### src/rtl/expint_defs.vh
`ifndef EXPINT_DEFS_VH
`define EXPINT_DEFS_VH

// ----------------------------------------------------------------
// register indices (byte address is four times the index)
// ----------------------------------------------------------------
`define EXPINT_IDX_ENABLE_MASK 10'h01D
`define EXPINT_IDX_FLAGS 10'h01C
`define EXPINT_IDX_SENSE_CTRL 10'h069
`define EXPINT_IDX_CHG_ENABLE 10'h068
`define EXPINT_IDX_CHG_FLAGS 10'h01B
`define EXPINT_IDX_CHG_MASK0 10'h06B
`define EXPINT_IDX_CHG_MASK1 10'h06C
`define EXPINT_IDX_CHG_MASK2 10'h06D

// ----------------------------------------------------------------
// reset values
// ----------------------------------------------------------------
`define EXPINT_RST_ENABLE_MASK 2'h0
`define EXPINT_RST_SENSE_CTRL 4'h0
`define EXPINT_RST_FLAGS 2'h0
`define EXPINT_RST_CHG_ENABLE 3'h0
`define EXPINT_RST_CHG_FLAGS 3'h0
`define EXPINT_RST_CHG_MASK 8'h00

// ----------------------------------------------------------------
// sense field encodings and layout
// ----------------------------------------------------------------
`define EXPINT_SENSE_W 2
`define EXPINT_SENSE_LOW 2'h0
`define EXPINT_SENSE_ANY 2'h1
`define EXPINT_SENSE_FALL 2'h2
`define EXPINT_SENSE_RISE 2'h3
`define EXPINT_SENSE1_LSB 2
`define EXPINT_SENSE0_LSB 0

// ----------------------------------------------------------------
// widths
// ----------------------------------------------------------------
`define EXPINT_EXT_LINES 2
`define EXPINT_BANKS 3
`define EXPINT_BANK_W 8
`define EXPINT_BANK1_USED 8'h7F

`endif

### src/rtl/expint_top.v
// Implementation choice: the APB interface to the registers.
`timescale 1ns/100ps
// How it works
// - interrupts fire from pin level even when the pin is driven as an output.
// - bank 2 request on any unmasked toggle of change lines 23..16 with enable and global flag.
// - bank 1 request on any unmasked toggle of change lines 14..8 with enable and global flag.
// - bank 0 request on unmasked change of lines 7..0 with enable and global flag.
// - pin-change wake detect works without the I/O clock.
// - low-level mode requests continuously while the pin stays low.
// - edges on dedicated pins are seen only while the I/O clock runs.
// - low level on a dedicated pin is detected without a clock for wake-up.
// - I/O clock stops in sleep modes except idle, so edges are not seen.
// - level gone before start-up ends gives wake but no interrupt.
// - sense bits 3..2 pick line one mode: low, any, fall, rise.
// - sense bits 1..0 pick line zero mode with the same encodings.
// - dedicated pins are sampled first; pulses over one clock give a request.
// - dedicated interrupt needs its enable bit and the global enable flag.
// - unused bits of sense, enable and flag registers read zero.
// - flag bit 1 or bit 0 sets on a triggering edge or change.
// - flag clears on vector entry or a one written to it.
// - flag is held cleared while its line is in level mode.
// - each dedicated interrupt has its own vector, apart from banks.
// - each change line has its own mask bit; masked lines never contribute.
// - per-bank flag sets on change, clears on vector entry or write one.
`include "expint_defs.vh"

module expint_top #(
	parameter ADDR_W = 12
) (
	input wire clk_sys_in,
	input wire reset_in,
	input wire psel_in,
	input wire penable_in,
	input wire pwrite_in,
	input wire [ADDR_W-1:0] paddr_in,
	input wire [31:0] pwdata_in,
	output wire [31:0] prdata_out,
	output wire pready_out,
	output wire pslverr_out,
	input wire [1:0] ext_lines_in,
	input wire [23:0] change_inputs_all_in,
	input wire cpu_status_word_ie_in,
	input wire io_clk_run_in,
	input wire [1:0] ext_vector_ack_in,
	input wire [2:0] change_vector_ack_in,
	output wire [1:0] ext_irq_req_out,
	output wire [2:0] change_irq_req_out,
	output wire wake_req_out
);

	// ----------------------------------------------------------------
	// functions
	// ----------------------------------------------------------------
	function edge_hit;
		input [1:0] mode;
		input rise;
		input fall;
		begin
			case (mode)
				`EXPINT_SENSE_ANY: edge_hit = rise | fall;
				`EXPINT_SENSE_FALL: edge_hit = fall;
				`EXPINT_SENSE_RISE: edge_hit = rise;
				default: edge_hit = 1'b0;
			endcase
		end
	endfunction

	function is_level;
		input [1:0] mode;
		begin
			is_level = (mode == `EXPINT_SENSE_LOW);
		end
	endfunction

	// ----------------------------------------------------------------
	// registers
	// ----------------------------------------------------------------
	reg [1:0] enable_mask_reg;
	reg [3:0] sense_ctrl_reg;
	reg [1:0] flags_reg;
	reg [1:0] flags_next;
	reg [2:0] chg_enable_reg;
	reg [2:0] chg_flags_reg;
	reg [2:0] chg_flags_next;
	reg [23:0] chg_mask_reg;
	reg [31:0] rdata_reg;
	reg [31:0] rdata_next;
	reg [25:0] sync1_reg;
	reg [25:0] sync2_reg;
	reg [25:0] prev_reg;

	wire [9:0] idx;
	wire setup_ph;
	wire wr_acc;
	wire hit_any;
	wire [1:0] ext_s;
	wire [1:0] ext_p;
	wire [23:0] chg_s;
	wire [23:0] chg_p;
	wire [23:0] chg_delta;
	wire [2:0] bank_hit;
	wire [1:0] ext_event;
	wire [1:0] ext_level_req;
	wire [1:0] ext_level_wake;
	wire [23:0] chg_async;

	// ----------------------------------------------------------------
	// apb decode
	// ----------------------------------------------------------------
	assign idx = paddr_in[11:2];
	assign setup_ph = psel_in & ~penable_in;
	assign wr_acc = psel_in & penable_in & pwrite_in;
	assign hit_any = (idx == `EXPINT_IDX_ENABLE_MASK) | (idx == `EXPINT_IDX_FLAGS) |
		(idx == `EXPINT_IDX_SENSE_CTRL) | (idx == `EXPINT_IDX_CHG_ENABLE) |
		(idx == `EXPINT_IDX_CHG_FLAGS) | (idx == `EXPINT_IDX_CHG_MASK0) |
		(idx == `EXPINT_IDX_CHG_MASK1) | (idx == `EXPINT_IDX_CHG_MASK2);
	assign pready_out = 1'b1;
	assign pslverr_out = psel_in & penable_in & ~hit_any;
	assign prdata_out = rdata_reg;

	// ----------------------------------------------------------------
	// pin synchroniser
	// ----------------------------------------------------------------
	always @(posedge clk_sys_in) begin
		if (reset_in) begin
			sync1_reg <= 26'h0000000;
			sync2_reg <= 26'h0000000;
			prev_reg <= 26'h0000000;
		end else begin
			// pin level is read even when the port drives it
			sync1_reg <= {ext_lines_in, change_inputs_all_in};
			sync2_reg <= sync1_reg;
			prev_reg <= sync2_reg;
		end
	end

	assign ext_s = sync2_reg[25:24];
	assign ext_p = prev_reg[25:24];
	assign chg_s = sync2_reg[23:0];
	assign chg_p = prev_reg[23:0];
	assign chg_delta = (chg_s ^ chg_p) & chg_mask_reg;

	// ----------------------------------------------------------------
	// dedicated lines
	// ----------------------------------------------------------------
	genvar gi;
	generate
		for (gi = 0; gi < `EXPINT_EXT_LINES; gi = gi + 1) begin : g_ext
			wire [1:0] mode;
			assign mode = sense_ctrl_reg[2*gi+1:2*gi];
			// edges only counted while the io clock runs
			assign ext_event[gi] = io_clk_run_in &
				edge_hit(mode, ext_s[gi] & ~ext_p[gi], ~ext_s[gi] & ext_p[gi]);
			// level request follows the pin, so a vanished level gives none
			assign ext_level_req[gi] = is_level(mode) & ~ext_s[gi];
			// asynchronous low detect for wake
			assign ext_level_wake[gi] = enable_mask_reg[gi] & is_level(mode) &
				~ext_lines_in[gi];
			// own vector per line
			assign ext_irq_req_out[gi] = cpu_status_word_ie_in & enable_mask_reg[gi] &
				(ext_level_req[gi] | flags_reg[gi]);
		end
	endgenerate

	// ----------------------------------------------------------------
	// change banks
	// ----------------------------------------------------------------
	generate
		for (gi = 0; gi < `EXPINT_BANKS; gi = gi + 1) begin : g_bank
			assign bank_hit[gi] = |chg_delta[8*gi+7:8*gi];
			// own vector per bank, gated by bank enable and global flag
			assign change_irq_req_out[gi] = cpu_status_word_ie_in & chg_enable_reg[gi] &
				chg_flags_reg[gi];
		end
	endgenerate

	// unclocked compare against last sample for wake
	assign chg_async = (change_inputs_all_in ^ chg_p) & chg_mask_reg &
		{{8{chg_enable_reg[2]}}, {8{chg_enable_reg[1]}}, {8{chg_enable_reg[0]}}};
	assign wake_req_out = (|chg_async) | (|ext_level_wake);

	// ----------------------------------------------------------------
	// flag next state
	// ----------------------------------------------------------------
	always @* begin
		flags_next = flags_reg;
		chg_flags_next = chg_flags_reg;
		if (wr_acc && idx == `EXPINT_IDX_FLAGS) begin
			flags_next = flags_next & ~pwdata_in[1:0];
		end
		flags_next = flags_next & ~ext_vector_ack_in;
		flags_next = flags_next | ext_event;
		if (is_level(sense_ctrl_reg[1:0])) begin
			flags_next[0] = 1'b0;
		end
		if (is_level(sense_ctrl_reg[3:2])) begin
			flags_next[1] = 1'b0;
		end
		if (wr_acc && idx == `EXPINT_IDX_CHG_FLAGS) begin
			chg_flags_next = chg_flags_next & ~pwdata_in[2:0];
		end
		chg_flags_next = (chg_flags_next & ~change_vector_ack_in) | bank_hit;
	end

	// ----------------------------------------------------------------
	// register writes
	// ----------------------------------------------------------------
	always @(posedge clk_sys_in) begin
		if (reset_in) begin
			enable_mask_reg <= `EXPINT_RST_ENABLE_MASK;
			sense_ctrl_reg <= `EXPINT_RST_SENSE_CTRL;
			flags_reg <= `EXPINT_RST_FLAGS;
			chg_enable_reg <= `EXPINT_RST_CHG_ENABLE;
			chg_flags_reg <= `EXPINT_RST_CHG_FLAGS;
			chg_mask_reg <= {3{`EXPINT_RST_CHG_MASK}};
		end else begin
			flags_reg <= flags_next;
			chg_flags_reg <= chg_flags_next;
			if (wr_acc) begin
				case (idx)
					`EXPINT_IDX_ENABLE_MASK: enable_mask_reg <= pwdata_in[1:0];
					`EXPINT_IDX_SENSE_CTRL: sense_ctrl_reg <= pwdata_in[3:0];
					`EXPINT_IDX_CHG_ENABLE: chg_enable_reg <= pwdata_in[2:0];
					`EXPINT_IDX_CHG_MASK0: chg_mask_reg[7:0] <= pwdata_in[7:0];
					`EXPINT_IDX_CHG_MASK1: chg_mask_reg[15:8] <= pwdata_in[7:0] &
						`EXPINT_BANK1_USED;
					`EXPINT_IDX_CHG_MASK2: chg_mask_reg[23:16] <= pwdata_in[7:0];
					default: chg_mask_reg <= chg_mask_reg;
				endcase
			end
		end
	end

	// ----------------------------------------------------------------
	// read data, captured in the setup phase
	// ----------------------------------------------------------------
	always @* begin
		rdata_next = 32'h00000000;
		case (idx)
			`EXPINT_IDX_ENABLE_MASK: rdata_next[1:0] = enable_mask_reg;
			`EXPINT_IDX_SENSE_CTRL: rdata_next[3:0] = sense_ctrl_reg;
			`EXPINT_IDX_FLAGS: rdata_next[1:0] = flags_reg;
			`EXPINT_IDX_CHG_ENABLE: rdata_next[2:0] = chg_enable_reg;
			`EXPINT_IDX_CHG_FLAGS: rdata_next[2:0] = chg_flags_reg;
			`EXPINT_IDX_CHG_MASK0: rdata_next[7:0] = chg_mask_reg[7:0];
			`EXPINT_IDX_CHG_MASK1: rdata_next[7:0] = chg_mask_reg[15:8];
			`EXPINT_IDX_CHG_MASK2: rdata_next[7:0] = chg_mask_reg[23:16];
			default: rdata_next = 32'h00000000;
		endcase
	end

	always @(posedge clk_sys_in) begin
		if (reset_in) begin
			rdata_reg <= 32'h00000000;
		end else if (setup_ph) begin
			rdata_reg <= rdata_next;
		end
	end

endmodule // expint_top

### config.mk
export PLATFORM = sky130hd
export DESIGN_NAME = expint_top
export DESIGN_NICKNAME = d
export VERILOG_FILES = /design/src/rtl/expint_top.v
export VERILOG_INCLUDE_DIRS = /design/src /design/src/rtl
export SDC_FILE = /design/constraint.sdc
export NUM_CORES = 1
export LEC_CHECK = 0
export ABC_AREA = 1
export BUFFER_PORTS_ARGS = -buffer_cell sky130_fd_sc_hd__buf_2
export CORE_MARGIN = 1
export CORE_UTILIZATION = 45
export CTS_CLUSTER_DIAMETER = 40
export DETAILED_ROUTE_END_ITERATION = 10
export PLACE_DENSITY = 0.78
export SLEW_MARGIN = 20
export SYNTH_ARGS = -nofsm -noshare
export SYNTH_HDL_FRONTEND = slang
export SYNTH_SLANG_ARGS = --single-unit
export TNS_END_PERCENT = 10
### constraint.sdc
create_clock -name clk_sys_in -period 2 [get_ports clk_sys_in]
set_input_delay 0.3 -clock clk_sys_in [delete_from_list [all_inputs] [get_ports clk_sys_in]]
set_output_delay 0.3 -clock clk_sys_in [all_outputs]
set_load 0.05 [all_outputs]
==> Implementation_results.wiki <==
{| class="wikitable"
! Metric !! Value
|-
| Share of synthesized cell area in and, or, nand and nor gates || 22.45%
|-
| Number of instances in the synthesized netlist || 750
|-
| Area fraction of the dominant cell type after synthesis || 45.13%
|-
| Number of enable flip-flop cells after synthesis || 0
|-
| Type of element launching the critical path || flop
|-
| Status || complete, no violations
|-
| Post-DRT Antenna Nets || 0
|-
| Final cycle utilization of the critical path || 99.70%
|-
| Critical R2R Capture || chg_flags_reg[2]
|-
| Critical setup path kind || reg -> out
|-
| Maximum number of pins on one net before global-route repair || between 50 and 60
|-
| Die boundary width || ~110 um
|-
| Commonest non-fill, non-tap cell in the layout || sky130_fd_sc_hd__inv_1
|-
| Power density over cell area || between 900 and 1000 mW/mm^2
|-
| Global-route wire length before repair || ~20000 um
|-
| Arr. time, crit path || between 1.5 and 2 ns
|-
| DP Wirelength || 8917 um
|-
| DRT iter0 DRCs || around 300
|-
| Synth Flop Type || sky130_fd_sc_hd__dfxtp_1
|-
| Startpoint of the worst-slack reg-to-reg timing path || chg_mask_reg[21]
|-
| Max Cap Viol || 0
|-
| Total clock buffers created by CTS || 17
|-
| Dominant combinational cell family by area after synthesis || simple AND/OR/NAND/NOR gates
|-
| TritonCTS Sinks || 120
|-
| Multiplexer area fraction after synthesis || 0%
|-
| Initial antenna violation count || 0
|-
| Cell count of the worst hold path || 3
|-
| Cell area after technology mapping || roughly 0.0053 mm^2
|-
| Net count, final || ~920
|-
| Area enclosed by the die boundary || 0.01227 mm^2
|-
| # port buffers || approximately 70
|-
| Final setup vio count || 0
|-
| Ratio of cells with drive above 1 in the final layout || a little under a fifth
|-
| Final Skew || about 0.008 ns
|-
| CP Capture Type || output pin
|-
| Effective utilization at floorplan || 46.42%
|-
| Internal portion of total power || roughly 4.6 mW
|-
| Global placer's final weighted congestion || roughly 0.94
|-
| Clock power share || around half
|-
| DRC viols || 0
|-
| Cell type with the largest total area after synthesis || sky130_fd_sc_hd__dfxtp_1
|-
| Top library cells by usage in the layout, fill and taps aside || 121 x sky130_fd_sc_hd__inv_1, 116 x sky130_fd_sc_hd__dfxtp_1, 115 x sky130_fd_sc_hd__nor2_1, 88 x sky130_fd_sc_hd__nand2_1, 82 x sky130_fd_sc_hd__a21oi_1
|-
| Arithmetic-cell share of the synthesized area counting full adders, half adders and majority gates || 0.9403%
|-
| Number of distinct standard cells referenced by the synthesized netlist || 27
|-
| Synthesized-area fraction occupied by ao, oa, aoi and oai cells || 16.17%
|-
| Relative contribution of combinational cells to total power || ~6.5%
|-
| Hold Path Class || in -> reg
|-
| Leakage power total || approximately 2.9 nW
|-
| Critical Path Fanout Max || 4
|-
| Number of cells on the worst reg-to-reg path || 8
|-
| Final count of pins violating max slew || 0
|-
| Average cell area after synthesis || roughly 7.1 um^2
|-
| Total wire length || around 12000 um
|-
| CTS root buf || sky130_fd_sc_hd__clkbuf_16
|-
| Average vias per placed instance || a little under 5
|-
| CORE AREA || 0.01147 mm^2
|-
| Number of warnings reported in the yosys synthesis log || 0
|-
| Unrepaired setup endpoints after global routing || true
|-
| Fraction of power spent switching nets || 22.68%
|-
| Clk_lat worst skew || 0.41 ns
|-
| Share of the core filled with cells || roughly 56%
|-
| Required time of the worst setup path || 1.70 ns
|-
| Avg WL per Cell || between 10 and 15 um
|-
| Synthesis-to-layout area growth || 20.03%
|-
| CTS tree || yes
|-
| Via Count || 4824
|-
| Reg-to-reg slack, setup || 0.79 ns
|-
| Post-synthesis xor/xnor area fraction || less than 1%
|-
| Fill cell total of the finished layout || between 1000 and 1500
|-
| Worst-case hold slack || ~0.12 ns
|-
| Height of the die || ~110 um
|-
| Maximum clock insertion buffer count || 2
|-
| Shortest period the worst path allows || approximately 2.0 ns
|-
| Top post-synthesis cells by area || sky130_fd_sc_hd__dfxtp_1 45%, sky130_fd_sc_hd__inv_1 9.2%, sky130_fd_sc_hd__nor2_1 8.1%, sky130_fd_sc_hd__a21oi_1 7.9%, sky130_fd_sc_hd__nand2_1 6.2%
|-
| Number of synthesized register bits || 120
|-
| Number of diodes || 0
|-
| Sequential fraction of design power || between 40% and 50%
|-
| Number of global-route vias before repair || 4378
|-
| H-tree lvl count || 4
|-
| Initial DRT Pass Iterations || 6
|-
| Hold Startpoint || change_inputs_all_in[23]
|-
| Clock transition at the registers of the reported paths || ~0.05 ns
|-
| Std cell rows || 39
|-
| Fraction of registers with async set/reset || 0%
|-
| Top-level I/O count || around 120
|-
| Worst vdd rail ir drop || between 0.0005 and 0.0006 V
|-
| Net switching power || roughly 1.3 mW
|-
| Final hold viol count || 0
|-
| Post-synthesis sequential area ratio || a little under half
|-
| Grt total ovfl || 0
|-
| Total global routing track utilization || 20.85%
|-
| Achievable frequency || 501.5 MHz
|-
| Hold Path End || sync1_reg[23]
|}
[per-layer routing]
metal,share of wire [%],GRT usage (%),up-vias
li1,-,-,2486
met1,45,26.70,2143
met2,46,33.91,178
met3,7.5,5.085,17
met4,1.3,7.822,0
met5,0,0,-
[synth_stat cells (3+ instances only)]
library cell,instances
sky130_fd_sc_hd__inv_1,130
sky130_fd_sc_hd__dfxtp_1,120
sky130_fd_sc_hd__nor2_1,115
sky130_fd_sc_hd__nand2_1,88
sky130_fd_sc_hd__a21oi_1,84
sky130_fd_sc_hd__o21ai_0,65
sky130_fd_sc_hd__buf_4,25
sky130_fd_sc_hd__nand3_1,25
sky130_fd_sc_hd__o21ai_1,14
sky130_fd_sc_hd__nand4_1,13
sky130_fd_sc_hd__nor3_1,11
sky130_fd_sc_hd__inv_2,9
sky130_fd_sc_hd__clkbuf_1,8
sky130_fd_sc_hd__nor2_4,6
sky130_fd_sc_hd__nand2_2,5
sky130_fd_sc_hd__nor2_2,5
sky130_fd_sc_hd__buf_1,4
sky130_fd_sc_hd__ha_1,4
sky130_fd_sc_hd__nand3b_1,4
sky130_fd_sc_hd__buf_6,3
sky130_fd_sc_hd__o211ai_1,3
[repair_timing]
action                                 4_1_cts  5_1_grt
pin swaps                                    6        6
setup buffers                                2        2
hold buffers                                 0        0
endpoints found under the hold margin        0        0
resized for setup                           16       10
setup endpoints to repair                    1        1
[critical path, cell delays in order (launching register included)]
cell                      delay [ns]
sky130_fd_sc_hd__dfxtp_1        0.32
sky130_fd_sc_hd__o21ai_0        0.17
sky130_fd_sc_hd__a21oi_1        0.07
sky130_fd_sc_hd__nor3_2         0.16
sky130_fd_sc_hd__nand2_1        0.09
sky130_fd_sc_hd__a21oi_2        0.16
sky130_fd_sc_hd__nand3_2        0.13
sky130_fd_sc_hd__buf_8          0.17
[metrics by stage]
| stage | worst slack (ns) | instances | TNS (ns) | total power, mW | cell area (um^2) |
|---|---|---|---|---|---|
| global placement | 0.2498 | 950 | 0 | 2.906 | 5714 |
| floorplan | 0.1452 | 773 | 0 | 2.825 | 5414 |
| detailed placement | 0.2433 | 950 | 0 | 2.913 | 5714 |
| CTS | -0.01377 | 983 | -0.01377 | 5.947 | 6355 |
| global route | -0.05001 | 985 | -0.05001 | 6.116 | 6389 |
| finish | 0.006026 | 985 | 0 | 5.911 | 6389 |
[layout make-up]
cell class / instances / area, um^2 / share of cell area, %
Clock buffer: 24 / 511.7 / 8.010
Multi-Input combinational cell: 472 / 2241 / 35.08
Tap cell: 143 / 178.9 / 2.801
Inverter: 139 / 521.8 / 8.167
Clock inverter: 7 / 90.09 / 1.410
Sequential cell: 120 / 2407 / 37.68
Timing Repair Buffer: 80 / 437.9 / 6.855
[cell families after synthesis]
group	count (synthesis)
buffers and inverters	181
other	2
adder cells (fa/ha/maj)	4
AND/OR/NAND/NOR	273
flip-flops	120
XOR/XNOR	1
AO/OA/AOI/OAI	169
[worst max-delay path by stage]
stage | startpoint | to | slack (ns) | cells past startpoint
after CTS | prev_reg[20] | wake_req_out | -0.01 | 9
final | prev_reg[17] | wake_req_out | 0.006 | 7
after global placement | change_inputs_all_in[17] | wake_req_out | 0.25 | 8
after floorplan | sense_ctrl_reg[0] | ext_irq_req_out[0] | 0.15 | 3
after global routing | prev_reg[16] | wake_req_out | -0.05 | 9
after detailed placement | change_inputs_all_in[17] | wake_req_out | 0.24 | 8
[power by group through the flow]
stage / clock, mW / sequential [mW] / combinational (mW)
floorplan: 0 / 2.53 / 0.295
global placement: 0 / 2.53 / 0.375
detailed placement: 0 / 2.53 / 0.380
CTS: 3.08 / 2.48 / 0.384
global route: 3.20 / 2.49 / 0.425
finish: 3.04 / 2.49 / 0.385
No activity file was read; power rests on OpenSTA's default activity.
